<file path="config.mk">
export PLATFORM = sky130hd
export DESIGN_NAME = irq_edge_enable_control
export DESIGN_NICKNAME = d
export VERILOG_FILES = /design/src/rtl/irq_ctrl_pkg.sv /design/src/rtl/irq_edge_enable_control.sv
export SDC_FILE = /design/constraint.sdc
export NUM_CORES = 1
export LEC_CHECK = 0
export CAP_MARGIN = 15
export CORE_ASPECT_RATIO = 0.75
export CORE_UTILIZATION = 60
export DETAILED_ROUTE_END_ITERATION = 8
export DONT_BUFFER_PORTS = 1
export GPL_ROUTABILITY_DRIVEN = 0
export PLACE_DENSITY = 0.84
export SETUP_SLACK_MARGIN = 0.05
export SLEW_MARGIN = 20
export SYNTH_ARGS = -nofsm -noshare
export SYNTH_HDL_FRONTEND = slang
export SYNTH_SLANG_ARGS = --single-unit
</file>
<file path="constraint.sdc">
create_clock -name core_clk -period 3.1 [get_ports core_clk]
set_input_delay 0.93 -clock core_clk [delete_from_list [all_inputs] [get_ports core_clk]]
set_output_delay 0.93 -clock core_clk [all_outputs]
set_load 0.1 [all_outputs]
</file>
<file path="src/rtl/irq_ctrl_pkg.sv">
// Package: register map, reset values, vectors and carrier structs of the interrupt front end
package irq_ctrl_pkg;
   // -------------------------------------------------------------
   // Register indexes (byte address is four times the index)
   // -------------------------------------------------------------
   localparam logic [15:0] WAKE_EDGE_IDX = 16'hff90;
   localparam logic [15:0] EDGE_SEL_IDX  = 16'hfff2;
   localparam logic [15:0] EN_ONE_IDX    = 16'hfff3;
   localparam logic [15:0] EN_TWO_IDX    = 16'hfff4;
   localparam logic [15:0] REQ_ONE_IDX   = 16'hfff6;
   localparam logic [15:0] REQ_TWO_IDX   = 16'hfff7;
   localparam logic [15:0] WAKE_REQ_IDX  = 16'hfff9;
   localparam logic [15:0] EVT_STAT_IDX  = 16'hff80;
   localparam logic [15:0] EVT_MASK_IDX  = 16'hff81;
   // -------------------------------------------------------------
   // Reset values and fixed bits
   // -------------------------------------------------------------
   localparam logic [7:0] WAKE_EDGE_RST = 8'h00;
   localparam logic [7:0] EDGE_SEL_RST  = 8'he0;
   localparam logic [7:0] EDGE_SEL_FIX  = 8'he0;
   localparam logic [7:0] EN_ONE_RST    = 8'h00;
   localparam logic [7:0] EN_TWO_RST    = 8'h00;
   localparam logic [7:0] REQ_ONE_RST   = 8'h20;
   localparam logic [7:0] REQ_ONE_FIX   = 8'h20;
   localparam logic [7:0] REQ_TWO_RST   = 8'h00;
   localparam logic [7:0] WAKE_REQ_RST  = 8'h00;
   localparam logic [3:0] EVT_RST       = 4'h0;
   // -------------------------------------------------------------
   // Field positions
   // -------------------------------------------------------------
   localparam int TIMER_A_BIT   = 7;
   localparam int SPARE_ONE_BIT = 6;
   localparam int WAKE_EN_BIT   = 5;
   localparam int SPARE_TWO_BIT = 5;
   localparam int EXT_PINS      = 5;
   localparam int WAKE_PINS     = 8;
   // -------------------------------------------------------------
   // Vector numbers; 1 to 3 and 10 are reserved and never issued
   // -------------------------------------------------------------
   localparam logic [4:0] VEC_EXT0    = 5'h04;
   localparam logic [4:0] VEC_WAKE    = 5'h09;
   localparam logic [4:0] VEC_TIMER_A = 5'h0b;
   localparam logic [4:0] VEC_NONE    = 5'h00;
   // Vector of second request register bits 0..7 (bit 5 has no source)
   localparam logic [4:0] VEC_TWO [8] = '{5'h0c, 5'h0d, 5'h0e, 5'h0f,
                                          5'h10, 5'h00, 5'h13, 5'h14};
   // -------------------------------------------------------------
   // Carriers
   // -------------------------------------------------------------
   typedef struct packed {
      logic        psel;
      logic        penable;
      logic        pwrite;
      logic [17:0] paddr;
      logic [31:0] pwdata;
   } apb_req_s;
   typedef struct packed {
      logic       valid;
      logic [4:0] vector;
   } cpu_req_s;
endpackage

</file>
<file path="src/rtl/irq_edge_enable_control.sv">
// Interrupt edge select, enable, request flags and priority front end with APB access
// Overview of operation
// Reserved vector slots 1 to 3 and 10 are never issued to the CPU.
// Request flags clear only by writing zero; writing one leaves them.
// Edge select bits 7 to 5 always read one and ignore writes.
// Edge select bit 4 sets pin 4 and converter trigger edge; 0 falling.
// Edge select bit 3 sets pin 3 and timer F event edge; 0 falling.
// Edge select bit 2 sets pin 2 edge only; 0 falling, 1 rising.
// Edge select bit 1 sets pin 1 and timer C event edge; 0 falling.
// Edge select bit 0 sets pin 0 edge only; 0 falling, 1 rising.
// Enable one bit 7 gates timer A overflow requests; reset blocks.
// Enable one bit 6 is plain storage, zero after reset.
// Enable one bit 5 gates all eight wakeup requests together.
// Enable one bits 4 to 0 gate external pins 4 to 0 each.
// Global mask set still lets flags set but no request is accepted.
// Flags are not cleared on acceptance; software writes zero.
// Among pending requests the lowest vector number goes first.
// A request needs its flag, its enable and a clear global mask.
// All mapped registers are eight bits wide; event status and event mask hold four bits, upper four read zero.
`timescale 1ns/1ns
module irq_edge_enable_control (
   input  wire logic                     core_clk,
   input  wire logic                     rst_n,
   input  wire logic                     ce,
   input  wire irq_ctrl_pkg::apb_req_s   apb_req,
   output logic                          pready,
   output logic [31:0]                   prdata,
   output logic                          pslverr,
   input  wire logic [4:0]               external_interrupt_pin,
   input  wire logic [7:0]               wakeup_pin,
   input  wire logic                     converter_trigger_pin,
   input  wire logic                     timer_f_event_pin,
   input  wire logic                     timer_c_event_pin,
   input  wire logic                     timer_a_overflow,
   input  wire logic [7:0]               periph_event,
   input  wire logic                     cpu_global_mask,
   output irq_ctrl_pkg::cpu_req_s        cpu_req,
   output logic                          converter_trigger_evt,
   output logic                          timer_f_evt,
   output logic                          timer_c_evt,
   output logic                          irq_out
);
   // -------------------------------------------------------------
   // Storage
   // -------------------------------------------------------------
   logic [7:0] wake_edge_reg;
   logic [4:0] edge_sel_reg;
   logic [7:0] en_one_reg;
   logic [7:0] en_two_reg;
   logic [7:0] req_one_reg;
   logic [7:0] req_two_reg;
   logic [7:0] wake_req_reg;
   logic [3:0] evt_stat_reg;
   logic [3:0] evt_mask_reg;
   logic [4:0] ext_prev_reg;
   logic [7:0] wake_prev_reg;
   logic [2:0] shared_prev_reg;
   logic [4:0] ext_edge;
   logic [7:0] wake_edge;
   logic [15:0] idx;
   logic        addr_ok;
   logic        setup;
   logic        wr;
   logic [7:0]  wdat;
   logic [7:0]  rd_byte;
   logic        mapped;
   logic        req_one_we;
   logic        req_two_we;
   logic        wake_req_we;
   logic [7:0]  req_one_next;
   logic [7:0]  req_two_next;
   logic [7:0]  wake_req_next;
   logic [3:0]  evt_set;
   logic [4:0]  vec_next;
   logic        valid_next;
   logic [4:0]  ext_pend;
   logic        wake_pend;
   logic        ta_pend;
   logic [7:0]  two_pend;
   logic [2:0]  shared_pin;
   logic [2:0]  shared_sel;
   logic [2:0]  shared_edge;

   localparam logic [15:0] WAKE_EDGE_IDX_L = irq_ctrl_pkg::WAKE_EDGE_IDX;
   localparam logic [15:0] EDGE_SEL_IDX_L  = irq_ctrl_pkg::EDGE_SEL_IDX;
   localparam logic [15:0] EN_ONE_IDX_L    = irq_ctrl_pkg::EN_ONE_IDX;
   localparam logic [15:0] EN_TWO_IDX_L    = irq_ctrl_pkg::EN_TWO_IDX;
   localparam logic [15:0] REQ_ONE_IDX_L   = irq_ctrl_pkg::REQ_ONE_IDX;
   localparam logic [15:0] REQ_TWO_IDX_L   = irq_ctrl_pkg::REQ_TWO_IDX;
   localparam logic [15:0] WAKE_REQ_IDX_L  = irq_ctrl_pkg::WAKE_REQ_IDX;
   localparam logic [15:0] EVT_STAT_IDX_L  = irq_ctrl_pkg::EVT_STAT_IDX;
   localparam logic [15:0] EVT_MASK_IDX_L  = irq_ctrl_pkg::EVT_MASK_IDX;

   // -------------------------------------------------------------
   // Bus decode
   // -------------------------------------------------------------
   assign idx     = apb_req.paddr[17:2];
   assign addr_ok = apb_req.paddr[1:0] == 2'h0;
   assign setup   = apb_req.psel && !apb_req.penable;
   // eight bit data
   assign wdat    = apb_req.pwdata[7:0];
   assign wr      = apb_req.psel && apb_req.penable && pready && apb_req.pwrite
                    && !pslverr;

   always_comb begin
      rd_byte = 8'h00;
      mapped  = addr_ok;
      unique case (idx)
         WAKE_EDGE_IDX_L: rd_byte = wake_edge_reg;
         // fixed ones
         EDGE_SEL_IDX_L:  rd_byte = irq_ctrl_pkg::EDGE_SEL_FIX | {3'h0, edge_sel_reg};
         EN_ONE_IDX_L:    rd_byte = en_one_reg;
         EN_TWO_IDX_L:    rd_byte = en_two_reg;
         REQ_ONE_IDX_L:   rd_byte = req_one_reg | irq_ctrl_pkg::REQ_ONE_FIX;
         REQ_TWO_IDX_L:   rd_byte = req_two_reg;
         WAKE_REQ_IDX_L:  rd_byte = wake_req_reg;
         EVT_STAT_IDX_L:  rd_byte = {4'h0, evt_stat_reg};
         EVT_MASK_IDX_L:  rd_byte = {4'h0, evt_mask_reg};
         default:         mapped  = 1'b0;
      endcase
   end

   // Answer one cycle after setup; unmapped or misaligned gives an error
   always_ff @(posedge core_clk) begin
      if (!rst_n) begin
         pready  <= 1'b0;
         prdata  <= 32'h0000_0000;
         pslverr <= 1'b0;
      end else if (ce) begin
         pready  <= setup;
         pslverr <= setup && !mapped;
         if (setup && !apb_req.pwrite) begin
            prdata <= {24'h00_0000, mapped ? rd_byte : 8'h00};
         end
      end
   end

   // -------------------------------------------------------------
   // Plain control registers
   // -------------------------------------------------------------
   always_ff @(posedge core_clk) begin
      if (!rst_n) begin
         wake_edge_reg <= irq_ctrl_pkg::WAKE_EDGE_RST;
         edge_sel_reg  <= irq_ctrl_pkg::EDGE_SEL_RST[4:0];
         en_one_reg    <= irq_ctrl_pkg::EN_ONE_RST;
         en_two_reg    <= irq_ctrl_pkg::EN_TWO_RST;
         evt_mask_reg  <= irq_ctrl_pkg::EVT_RST;
      end else if (ce && wr) begin
         if (idx == WAKE_EDGE_IDX_L) begin
            wake_edge_reg <= wdat;
         end
         // upper bits not stored
         if (idx == EDGE_SEL_IDX_L) begin
            edge_sel_reg <= wdat[4:0];
         end
         // spare bit stored with the rest
         if (idx == EN_ONE_IDX_L) begin
            en_one_reg <= wdat;
         end
         if (idx == EN_TWO_IDX_L) begin
            en_two_reg <= wdat;
         end
         if (idx == EVT_MASK_IDX_L) begin
            evt_mask_reg <= wdat[3:0];
         end
      end
   end

   // -------------------------------------------------------------
   // Edge detection per pin
   // -------------------------------------------------------------
   genvar gi;
   generate
      for (gi = 0; gi < irq_ctrl_pkg::EXT_PINS; gi++) begin : g_ext
         // one selects rising
         assign ext_edge[gi] = edge_sel_reg[gi]
            ? (external_interrupt_pin[gi] && !ext_prev_reg[gi])
            : (!external_interrupt_pin[gi] && ext_prev_reg[gi]);
      end
      for (gi = 0; gi < irq_ctrl_pkg::WAKE_PINS; gi++) begin : g_wake
         assign wake_edge[gi] = wake_edge_reg[gi]
            ? (wakeup_pin[gi] && !wake_prev_reg[gi])
            : (!wakeup_pin[gi] && wake_prev_reg[gi]);
      end
      for (gi = 0; gi < 3; gi++) begin : g_shared
         // shared pins follow the same select
         assign shared_edge[gi] = shared_sel[gi]
            ? (shared_pin[gi] && !shared_prev_reg[gi])
            : (!shared_pin[gi] && shared_prev_reg[gi]);
      end
   endgenerate

   assign shared_pin = {converter_trigger_pin, timer_f_event_pin, timer_c_event_pin};
   assign shared_sel = {edge_sel_reg[4], edge_sel_reg[3], edge_sel_reg[1]};

   always_ff @(posedge core_clk) begin
      if (!rst_n) begin
         ext_prev_reg          <= 5'h1f;
         wake_prev_reg         <= 8'hff;
         shared_prev_reg       <= 3'h7;
         converter_trigger_evt <= 1'b0;
         timer_f_evt           <= 1'b0;
         timer_c_evt           <= 1'b0;
      end else if (ce) begin
         ext_prev_reg          <= external_interrupt_pin;
         wake_prev_reg         <= wakeup_pin;
         shared_prev_reg       <= shared_pin;
         converter_trigger_evt <= shared_edge[2];
         timer_f_evt           <= shared_edge[1];
         timer_c_evt           <= shared_edge[0];
      end
   end

   // -------------------------------------------------------------
   // Request flags: event set wins over a zero write
   // -------------------------------------------------------------
   assign req_one_we  = wr && idx == REQ_ONE_IDX_L;
   assign req_two_we  = wr && idx == REQ_TWO_IDX_L;
   assign wake_req_we = wr && idx == WAKE_REQ_IDX_L;

   always_comb begin
      req_one_next  = req_one_reg;
      req_two_next  = req_two_reg;
      wake_req_next = wake_req_reg;
      // only written zeros clear flags
      if (req_one_we) begin
         req_one_next = req_one_reg & wdat;
         req_one_next[irq_ctrl_pkg::SPARE_ONE_BIT] = wdat[irq_ctrl_pkg::SPARE_ONE_BIT];
      end
      if (req_two_we) begin
         req_two_next = req_two_reg & wdat;
         req_two_next[irq_ctrl_pkg::SPARE_TWO_BIT] = wdat[irq_ctrl_pkg::SPARE_TWO_BIT];
      end
      if (wake_req_we) begin
         wake_req_next = wake_req_reg & wdat;
      end
      // flags set regardless of global mask
      req_one_next[4:0] = req_one_next[4:0] | ext_edge;
      req_one_next[irq_ctrl_pkg::TIMER_A_BIT] =
         req_one_next[irq_ctrl_pkg::TIMER_A_BIT] | timer_a_overflow;
      req_two_next  = req_two_next | (periph_event & 8'hdf);
      wake_req_next = wake_req_next | wake_edge;
      req_one_next[5] = 1'b0;
   end

   always_ff @(posedge core_clk) begin
      if (!rst_n) begin
         req_one_reg  <= irq_ctrl_pkg::REQ_ONE_RST & ~irq_ctrl_pkg::REQ_ONE_FIX;
         req_two_reg  <= irq_ctrl_pkg::REQ_TWO_RST;
         wake_req_reg <= irq_ctrl_pkg::WAKE_REQ_RST;
      end else if (ce) begin
         req_one_reg  <= req_one_next;
         req_two_reg  <= req_two_next;
         wake_req_reg <= wake_req_next;
      end
   end

   // -------------------------------------------------------------
   // Event status (write one to clear) and interrupt line
   // -------------------------------------------------------------
   assign evt_set = {|(periph_event & 8'hdf), timer_a_overflow, |wake_edge, |ext_edge};

   always_ff @(posedge core_clk) begin
      if (!rst_n) begin
         evt_stat_reg <= irq_ctrl_pkg::EVT_RST;
         irq_out      <= 1'b0;
      end else if (ce) begin
         if (wr && idx == EVT_STAT_IDX_L) begin
            evt_stat_reg <= (evt_stat_reg & ~wdat[3:0]) | evt_set;
         end else begin
            evt_stat_reg <= evt_stat_reg | evt_set;
         end
         irq_out <= |(evt_stat_reg & evt_mask_reg);
      end
   end

   // -------------------------------------------------------------
   // CPU request with fixed priority
   // -------------------------------------------------------------
   // per pin gates
   assign ext_pend  = req_one_reg[4:0] & en_one_reg[4:0];
   // one gate for the wakeup group
   assign wake_pend = |wake_req_reg && en_one_reg[irq_ctrl_pkg::WAKE_EN_BIT];
   // timer A gate
   assign ta_pend   = req_one_reg[irq_ctrl_pkg::TIMER_A_BIT]
                      && en_one_reg[irq_ctrl_pkg::TIMER_A_BIT];
   assign two_pend  = req_two_reg & en_two_reg & 8'hdf;
   // no source maps to a reserved slot

   always_comb begin
      vec_next = irq_ctrl_pkg::VEC_NONE;
      // scan from lowest priority so the highest is written last
      for (int i = 7; i >= 0; i--) begin
         if (two_pend[i]) begin
            vec_next = irq_ctrl_pkg::VEC_TWO[i];
         end
      end
      if (ta_pend) begin
         vec_next = irq_ctrl_pkg::VEC_TIMER_A;
      end
      if (wake_pend) begin
         vec_next = irq_ctrl_pkg::VEC_WAKE;
      end
      for (int i = 4; i >= 0; i--) begin
         if (ext_pend[i]) begin
            vec_next = irq_ctrl_pkg::VEC_EXT0 + 5'(i);
         end
      end
      // global mask blocks acceptance
      valid_next = vec_next != irq_ctrl_pkg::VEC_NONE && !cpu_global_mask;
   end

   always_ff @(posedge core_clk) begin
      if (!rst_n) begin
         cpu_req <= '0;
      end else if (ce) begin
         cpu_req.valid  <= valid_next;
         cpu_req.vector <= valid_next ? vec_next : irq_ctrl_pkg::VEC_NONE;
      end
   end

   // -------------------------------------------------------------
   // Checks
   // -------------------------------------------------------------
   a_reserved_vectors: assert property (@(posedge core_clk) disable iff (!rst_n)
      cpu_req.valid |-> !(cpu_req.vector inside {5'h01, 5'h02, 5'h03, 5'h0a}))
      else $error("reserved vector issued");
   a_one_write_keeps: assert property (@(posedge core_clk) disable iff (!rst_n)
      ce && req_one_we && req_one_reg[0] && wdat[0] |=> req_one_reg[0])
      else $error("writing one cleared a flag");
   a_edge_sel_ones: assert property (@(posedge core_clk) disable iff (!rst_n)
      ce && setup && !apb_req.pwrite && idx == EDGE_SEL_IDX_L && addr_ok
      |=> prdata[7:5] == 3'h7)
      else $error("edge select upper bits not one");
   a_pin4_falling: assert property (@(posedge core_clk) disable iff (!rst_n)
      ce && !edge_sel_reg[4] && $fell(external_interrupt_pin[4]) && !req_one_we
      |-> ##1 req_one_reg[4])
      else $error("falling edge on pin 4 missed");
   a_shared_trig: assert property (@(posedge core_clk) disable iff (!rst_n)
      ce && edge_sel_reg[3] && $rose(timer_f_event_pin) |=> timer_f_evt)
      else $error("timer f rising edge missed");
   a_pin_rise_only: assert property (@(posedge core_clk) disable iff (!rst_n)
      ce && edge_sel_reg[2] && !req_one_reg[2] && $fell(external_interrupt_pin[2])
      && !timer_a_overflow |=> !req_one_reg[2])
      else $error("falling edge set flag in rising mode");
   a_timer_a_gate: assert property (@(posedge core_clk) disable iff (!rst_n)
      cpu_req.valid && cpu_req.vector == irq_ctrl_pkg::VEC_TIMER_A
      |-> $past(en_one_reg[irq_ctrl_pkg::TIMER_A_BIT]))
      else $error("timer A request without enable");
   a_wake_gate: assert property (@(posedge core_clk) disable iff (!rst_n)
      cpu_req.valid && cpu_req.vector == irq_ctrl_pkg::VEC_WAKE
      |-> $past(en_one_reg[irq_ctrl_pkg::WAKE_EN_BIT]))
      else $error("wakeup request without group enable");
   a_mask_blocks: assert property (@(posedge core_clk) disable iff (!rst_n)
      ce && cpu_global_mask |=> !cpu_req.valid)
      else $error("request issued while masked");
   a_highest_first: assert property (@(posedge core_clk) disable iff (!rst_n)
      ce && ext_pend[0] && !cpu_global_mask |=> cpu_req.valid
      && cpu_req.vector == irq_ctrl_pkg::VEC_EXT0)
      else $error("pin 0 not served first");
endmodule

</file>
==> metrics.csv, run 1 <==
metric,value,unit
outcome,"complete, but fails checks",
failing checks,design-rule violations,
Post-Route WL,13500,um
most frequent cells in the layout,"dfxtp_1, nand2_1, mux2i_1, nor2b_1, o21ai_0",
DIE AREA,8990,um2
share of cells above drive strength 1,0.0976,
P_leak,2.07,nW
vias in the first global route,4071,
Max Used Layer,met4,
Post-synth EDFFs,0,
NumNets Final,651,
hold_ws,460,ps
DR pass1 iterations,9,
Pins Over Slew Limit,0,
CTS resizes,0,
met3 routed WL,1460,um
DR vias/cell,6.47,
clk_skew,6.19,ps
fin worst setup slack,570,ps
cts bufs inserted,9,
Synth Area per Inst,9.02,um2
startpoint types,input pin,
fin crit share,0.816,
clk root buf,clkbuf_16,
antenna fix cells,0,
Core Region,8130,um2
Post-CTS Hold Buffers,0,
DRC,18,
Fin. Hold Viols,0,
CTS tree,yes,
WL/cell,19.9,um
actual slew at the worst max-slew pin,1090,ps
Worst-Skew Late Latency,350,ps
synthesis warning total,0,
Sink Count,96,
Worst VDD drop,0.000332,V
dominant synthesized flop cell,dfxtp_1,
largest net degree at the start of global routing,90,
num ports,126,
Iter 0 DRT Violations,496,
ranking of synthesized cells by area,"dfxtp_1, mux2i_1, nand2_1",
post-detailed-placement half-perimeter wirelength,9660,um
Crit. End Element,register,
via count,4396,
fmax,0.395,GHz
critical path type,in2reg,
initial core utilization,0.636,
synthesis-to-finish area growth,6.80,%
Post-DRT Antenna Nets,0,
Fin Setup TNS,0,ps
htree depth,3,
Yosys top cell area share,0.372,
Clock transition at path regs,70,ps
worst slack at placement,421,ps
Total Power,2.84,mW
CP Max Fanout,12,
wl on met1,5720,um
hold crit path type,reg2reg,
Yosys top cell by area,dfxtp_1,
initial antenna violation count,0,
final setup violation count,0,
met2 wire len,6020,um
"Seq/Total Area, Yosys",0.372,
port bufs,0,
crit path DAT,2810,ps
max_cap viols,0,
clk buf depth,2,
Slew Limit Headroom,0.267,
"commonest non-fill, non-tap cell in the layout",dfxtp_1,
Die X,109,um
ys async rst share,0,
RSZ-0062 raised after global routing,no,
Post-Syn Area,5170,um2
"Req. time, crit path",3380,ps
register bit count reported by yosys,96,
site row count,28,
global-route wire length before repair,20800,um
total track usage,0.310,
gr ovfl total,0,
"Distinct cells, synth",68,
Pwr Density,514,nW/um2
Die Height,82.4,um
final worst path period need,2530,ps
Post-Synthesis Cells,573,
postcts setup bufs,0,
[Yosys cell counts, types with 5 or more instances]
master / count
buf_2: 10
nor2_1: 14
nor4_1: 7
nand3b_1: 12
nand2_1: 75
buf_4: 25
clkbuf_1: 14
inv_1: 6
o21ai_0: 37
a22oi_1: 14
o21a_1: 7
nor2b_1: 39
o21ai_1: 9
nand2b_1: 16
dfxtp_1: 96
a21boi_0: 27
mux2i_1: 55
nand3_1: 5
mux2_2: 5
a21oi_1: 7
[through the flow]
step                      cells  area [um2]   util
final                       679        5520  0.679
after global routing        679        5520  0.679
after CTS                   679        5520  0.679
after detailed placement    663        5190  0.639
after global placement      663        5190  0.639
after floorplan             596        5260      -
[layout make-up]
| type | instances | area, um2 |
|---|---|---|
| Sequential cell | 96 | 1920 |
| Inverter | 6 | 22.5 |
| Tap cell | 105 | 131 |
| Timing Repair Buffer | 16 | 120 |
| Fill cell | 676 | 2610 |
| Multi-Input combinational cell | 440 | 2990 |
| Clock buffer | 11 | 243 |
| Clock inverter | 5 | 87.6 |
[logic make-up after synthesis]
kind of cell	Yosys count	share of synthesized area
AO/OA/AOI/OAI	137	0.181
buffers and inverters	60	0.0656
flip-flops	96	0.372
multiplexers	60	0.117
other	1	0.000726
AND/OR/NAND/NOR	219	0.264
[path summary, 6_finish.rpt]
| check | from | endpoint | slack [ps] | cells past startpoint |
|---|---|---|---|---|
| worst min-delay path | prdata[7] | prdata[7] | 460 | 2 |
| worst max register to register | pready | edge_sel_reg[0] | 880 | 6 |
| worst max-delay path | apb_req[49] | prdata[7] | 570 | 6 |
| worst min register to register | prdata[7] | prdata[7] | 460 | 2 |
[critical path, cell delays in order]
cell	delay [ps]
nand4_1	110
buf_4	220
nor4_1	940
a222oi_1	260
and4_1	250
o21ai_1	100
[layer usage]
layer	GRT usage	up-vias
met2	0.481	261
met4	0.0827	0
met3	0.120	35
met5	0	-
met1	0.405	2083
li1	-	2017
[report_power, final]
part | total, mW | internal [mW] | switching, mW | leakage (nW)
combinational | 0.290 | 0.0801 | 0.210 | 1.13
clock | 1.23 | 0.738 | 0.494 | 0.158
sequential | 1.31 | 1.27 | 0.0414 | 0.784
total | 2.84 | 2.09 | 0.746 | 2.07
Note: power is estimated with default switching activity, not from simulation.
==> inputs of run 2 (changes only) <==
clock period = 2.6 ns   (was 3.1 ns; I/O delays follow)
==> run 2 against run 1 <==
Net effect: the run now ends clean; via count up 1.6%; critical endpoint is now prdata[6]; count of clock-buffer cells in the layout is 2 lower; critical path depth is the same; core utilization is 1.3 points higher; largest power group unchanged; total power grew 19%; clock power increased by 19%; die area is the same; combinational power rose by 23%; flip-flop and latch count did not move; setup slack worse by 230 ps; hold slack got worse by 3.3 ps; register-to-register slack got worse by 500 ps.
==> metrics.csv, run 2 (synthesis results as in run 1) <==
metric,value,unit,change
most frequent cells in the layout,"dfxtp_1, nand2_1, mux2i_1, nor2b_1, o21ai_0",,unchanged
"commonest non-fill, non-tap cell in the layout",dfxtp_1,,unchanged
startpoint types,input pin,,unchanged
worst slack at placement,116,ps,was 421 ps
RSZ-0062 raised after global routing,no,,unchanged
Worst path depth,6,,unchanged
Worst-Skew Late Latency,350,ps,about the same
DR pass1 iterations,7,,was 9
fin worst setup slack,339,ps,was 570 ps
fin crit share,0.870,,
DIE AREA,8990,um2,unchanged
Sink Count,96,,unchanged
Fin Setup TNS,0,ps,unchanged
max_cap viols,0,,unchanged
Crit. End Element,register,,unchanged
Post-Route WL,13900,um,"was 13,500 um"
Die X,109,um,unchanged
fill count,659,,was 676
hold_ws,457,ps,was 460 ps
clk_skew,8.61,ps,was 6.19 ps
site row count,28,,unchanged
post-detailed-placement half-perimeter wirelength,9890,um,was 9660 um
Fin. Hold Viols,0,,unchanged
Clock transition at path regs,70,ps,about the same
Core Region,8130,um2,unchanged
Pwr Density,600,nW/um2,was 514 nW/um2
postcts setup bufs,0,,unchanged
CP max stage delay,860,ps,was 940 ps
fmax,0.442,GHz,
Slew Limit Headroom,0.335,,was 0.267
synthesis-to-finish area growth,8.79,%,was 6.80%
"Req. time, crit path",2880,ps,was 3380 ps
DR vias/cell,6.45,,was 6.47
clk buf depth,2,,unchanged
initial core utilization,0.636,,unchanged
slowest CP cell,nor4_1,,unchanged
min-delay src,prdata[7],,unchanged
R2R depth,6,,unchanged
CP Max Fanout,12,,unchanged
CTS resizes,0,,unchanged
Worst R2R Setup Slack,380,ps,was 880 ps
via count,4467,,"was 4,396"
WL/cell,20.0,um,was 19.9 um
antenna fix cells,0,,unchanged
Post-DRT Antenna Nets,0,,unchanged
cts bufs inserted,9,,unchanged
"delay-heaviest family, CP",simple AND/OR/NAND/NOR gates,,unchanged
initial antenna violation count,0,,unchanged
CTS tree,yes,,unchanged
final setup violation count,0,,unchanged
critical-path cell list,nand4_1 -> buf_4 -> nor4_1 -> a222oi_1 -> and4_1 -> o21ai_1,,unchanged
P_leak,2.15,nW,was 2.07 nW
total track usage,0.318,,was 0.310
htree depth,3,,unchanged
num ports,126,,unchanged
Post-CTS Hold Buffers,0,,unchanged
critical path type,in2reg,,unchanged
NumNets Final,665,,was 651
hold crit path type,reg2reg,,unchanged
port bufs,0,,unchanged
outcome,completed,,"was complete, but fails checks"
final worst path period need,2260,ps,
Iter 0 DRT Violations,548,,was 496
Die Height,82.4,um,unchanged
share of cells above drive strength 1,0.121,,was 0.0976
Pins Over Slew Limit,0,,unchanged
actual slew at the worst max-slew pin,989,ps,was 1090 ps
DRC,0,,was 18
Crit Reg-Reg Endpoint,cpu_req[5],,was edge_sel_reg[0]
vias in the first global route,4206,,"was 4,071"
global-route wire length before repair,21200,um,"was 20,800 um"
clk root buf,clkbuf_16,,unchanged
Worst VDD drop,0.000456,V,was 0.000332 V
CP bufs+invs,1,,unchanged
largest net degree at the start of global routing,90,,unchanged
crit path DAT,2540,ps,was 2810 ps
gr ovfl total,0,,unchanged
Hold Path End,prdata[7],,unchanged
Worst Hold Depth,2,,unchanged
RR Startpoint,wake_req_reg[3],,was pready
## run 2: worst max-delay path by stage
| stage | start | endpoint | slack (ps) |
|---|---|---|---|
| finish | apb_req[49] | prdata[6] | 340 |
| global route | apb_req[37] | prdata[5] | 260 |
| CTS | apb_req[37] | wake_edge_reg[0] | 450 |
| detailed placement | apb_req[37] | evt_stat_reg[2] | 120 |
| global placement | apb_req[37] | evt_stat_reg[2] | 160 |
| floorplan | apb_req[35] | evt_mask_reg[0] | 180 |
## run 2: worst reg2reg max path, delay by kind of cell (launching register included)
family,cells,cell delay (ps)
flops,1,340
compound gates,3,720
simple gates,3,1060
## run 2: area by class of cell
cell class              instances  area (um2)  area share
multi-input cells             440        2990       0.532
flip-flops and latches         96        1920       0.342
inverters                       6        22.5     0.00401
clock buffers                   9         225      0.0401
well taps                     105         131      0.0234
repair buffers                 30         225      0.0401
clock inverters                 7         103      0.0182
## run 2: through the flow
step	power, mW	std cells	cell area, um2	utilization
floorplan	1.97	596	5260	-
global placement	1.93	677	5300	0.651
detailed placement	1.94	677	5300	0.651
CTS	3.38	693	5620	0.692
global route	3.47	693	5620	0.692
finish	3.37	693	5620	0.692
## run 2: power by group
part           internal [mW]  switching, mW  leakage [nW]
Combinational         0.0969          0.259          1.21
Sequential              1.52         0.0411         0.784
Clock                  0.855          0.605         0.162
## run 2: per-layer routing
layer / vias up / wire length [um] / track usage
met1: 2094 / 5610 / 0.401
met5: - / 0 / 0
met4: 0 / 339 / 0.105
li1: 2053 / - / -
met2: 274 / 6330 / 0.516
met3: 46 / 1610 / 0.105
==> inputs of run 3 (changes only) <==
BUFFER_PORTS_ARGS = -buffer_cell sky130_fd_sc_hd__buf_2   (was default)
CORE_UTILIZATION = 38   (was 60)
DONT_BUFFER_PORTS = default   (was 1)
PLACE_DENSITY = 0.68   (was 0.84)
==> run 3 against run 2 <==
Net effect: clock power decreased by 9.6%; final cell count increased by 21%; register-to-register slack improved by 50 ps; critical path type unchanged.
==> metrics.csv, run 3 (synthesis results as in run 1) <==
metric,value,unit,change
outcome,completed,,unchanged
RSZ-0062 raised after global routing,no,,unchanged
CP Max Fanout,12,,unchanged
critical-path cell list,buf_2 -> nand4_1 -> buf_4 -> nor4_4 -> buf_4 -> a22o_1 -> a2111oi_0 -> buf_4 -> o21ai_1,,was nand4_1 -> buf_4 -> nor4_1 -> a222oi_1 -> and4_1 -> o21ai_1
Post-Route WL,14200,um,"was 13,900 um"
Total Power,3.37,mW,about the same
Die Height,103,um,was 82.4 um
htree depth,3,,unchanged
DIE AREA,14100,um2,was 8990 um2
site row count,36,,was 28
port bufs,76,,was 0
Worst VDD drop,0.000428,V,was 0.000456 V
share of cells above drive strength 1,0.224,,was 0.121
P_sw,0.967,mW,was 0.906 mW
crit-path most repeated cell,buf_4,,
most frequent cells in the layout,"dfxtp_1, buf_2, nand2_1, mux2i_1, nor2b_1",,"was dfxtp_1, nand2_1, mux2i_1, nor2b_1, o21ai_0"
Clock transition at path regs,60,ps,was 70 ps
Die X,137,um,was 109 um
clk_skew,5.38,ps,was 8.61 ps
Fin. Hold Viols,0,,unchanged
crit path DAT,2530,ps,was 2540 ps
WL/cell,17.0,um,was 20.0 um
CTS resizes,0,,unchanged
Placed Area,5820,um2,was 5300 um2
largest net degree at the start of global routing,58,,was 90
Net Sw Frac,0.287,,was 0.268
post-detailed-placement half-perimeter wirelength,10800,um,was 9890 um
total track usage,0.211,,was 0.318
hold crit path type,reg2reg,,unchanged
synthesis-to-finish area growth,18.4,%,was 8.79%
Slew Limit Headroom,0.553,,was 0.335
actual slew at the worst max-slew pin,665,ps,was 989 ps
Sink Count,96,,unchanged
CTS tree,yes,,unchanged
clk buf depth,2,,unchanged
Crit. End Element,register,,unchanged
clk root buf,clkbuf_16,,unchanged
Worst R2R Setup Slack,430,ps,was 380 ps
fin crit share,0.883,,was 0.870
DRC,0,,unchanged
vias in the first global route,4393,,"was 4,206"
postcts setup bufs,0,,unchanged
final setup violation count,0,,unchanged
Clock power frac,0.392,,was 0.433
max_cap viols,0,,unchanged
Iter 0 DRT Violations,343,,was 548
antenna fix cells,0,,unchanged
P_leak,2.47,nW,was 2.15 nW
DR vias/cell,5.58,,was 6.45
fill count,1258,,was 659
hold_ws,441,ps,was 457 ps
Pwr Density,550,nW/um2,was 600 nW/um2
via count,4664,,"was 4,467"
slowest CP cell,a2111oi_0,,was nor4_1
fmax,0.435,GHz,was 0.442 GHz
DR pass1 iterations,6,,was 7
Worst-Skew Late Latency,350,ps,about the same
num ports,126,,unchanged
Post-CTS Hold Buffers,0,,unchanged
global-route wire length before repair,22800,um,"was 21,200 um"
Pins Over Slew Limit,0,,unchanged
CP max stage delay,570,ps,was 860 ps
"Req. time, crit path",2830,ps,was 2880 ps
post-route cell area,6120,um2,was 5620 um2
NumNets Final,742,,was 665
register share of total power,0.463,,was 0.462
critical path type,in2reg,,unchanged
gr ovfl total,0,,unchanged
"commonest non-fill, non-tap cell in the layout",dfxtp_1,,unchanged
Post-DRT Antenna Nets,0,,unchanged
internal power,2.40,mW,was 2.47 mW
Core Region,13100,um2,was 8130 um2
initial antenna violation count,0,,unchanged
Comb pwr share,0.145,,was 0.105
startpoint types,input pin,,unchanged
cts bufs inserted,9,,unchanged
final worst path period need,2300,ps,was 2260 ps
initial core utilization,0.394,,was 0.636
run 3: final timing paths:
path / from / endpoint / depth (start not counted)
worst min register to register: prdata[6] / prdata[6] / 2
worst max-delay path: apb_req[48] / prdata[0] / 9
worst max register to register: wake_req_reg[3] / cpu_req[5] / 6
worst min-delay path: prdata[6] / prdata[6] / 2
run 3: critical path, delay by kind of cell:
family          cells  cell delay [ps]
compound gates      3              840
buf+inv             4              710
simple gates        2              180
run 3: final cells by class:
cell class	count	area, um2	area share
multi-input cells	440	3000	0.490
flip-flops and latches	96	1920	0.314
repair buffers	107	663	0.108
clock buffers	9	225	0.0368
well taps	171	214	0.0350
clock inverters	7	72.6	0.0119
inverters	6	22.5	0.00368
run 3: metrics by stage:
stage / setup WS (ps) / cells / setup TNS (ps) / util
floorplan: 181 / 596 / 0 / -
global placement: -1.18 / 820 / -1.18 / 0.444
detailed placement: -105 / 820 / -252 / 0.444
CTS: 249 / 836 / 0 / 0.466
global route: 190 / 836 / 0 / 0.467
finish: 303 / 836 / 0 / 0.467
run 3: power by group through the flow:
stage | Sequential (mW) | Combinational (mW) | Clock (mW)
3_5_place_dp | 1.59 | 0.483 | 0
2_1_floorplan | 1.61 | 0.356 | 0
4_1_cts | 1.56 | 0.485 | 1.33
5_1_grt | 1.56 | 0.520 | 1.40
3_3_place_gp | 1.59 | 0.475 | 0
6_report | 1.56 | 0.487 | 1.32
run 3: metal layers:
layer	vias up	GRT usage	wire, um
met3	26	0.0413	1160
met1	2202	0.297	6800
met5	-	0	0
met2	237	0.320	6020
li1	2199	-	-
met4	0	0.0701	267
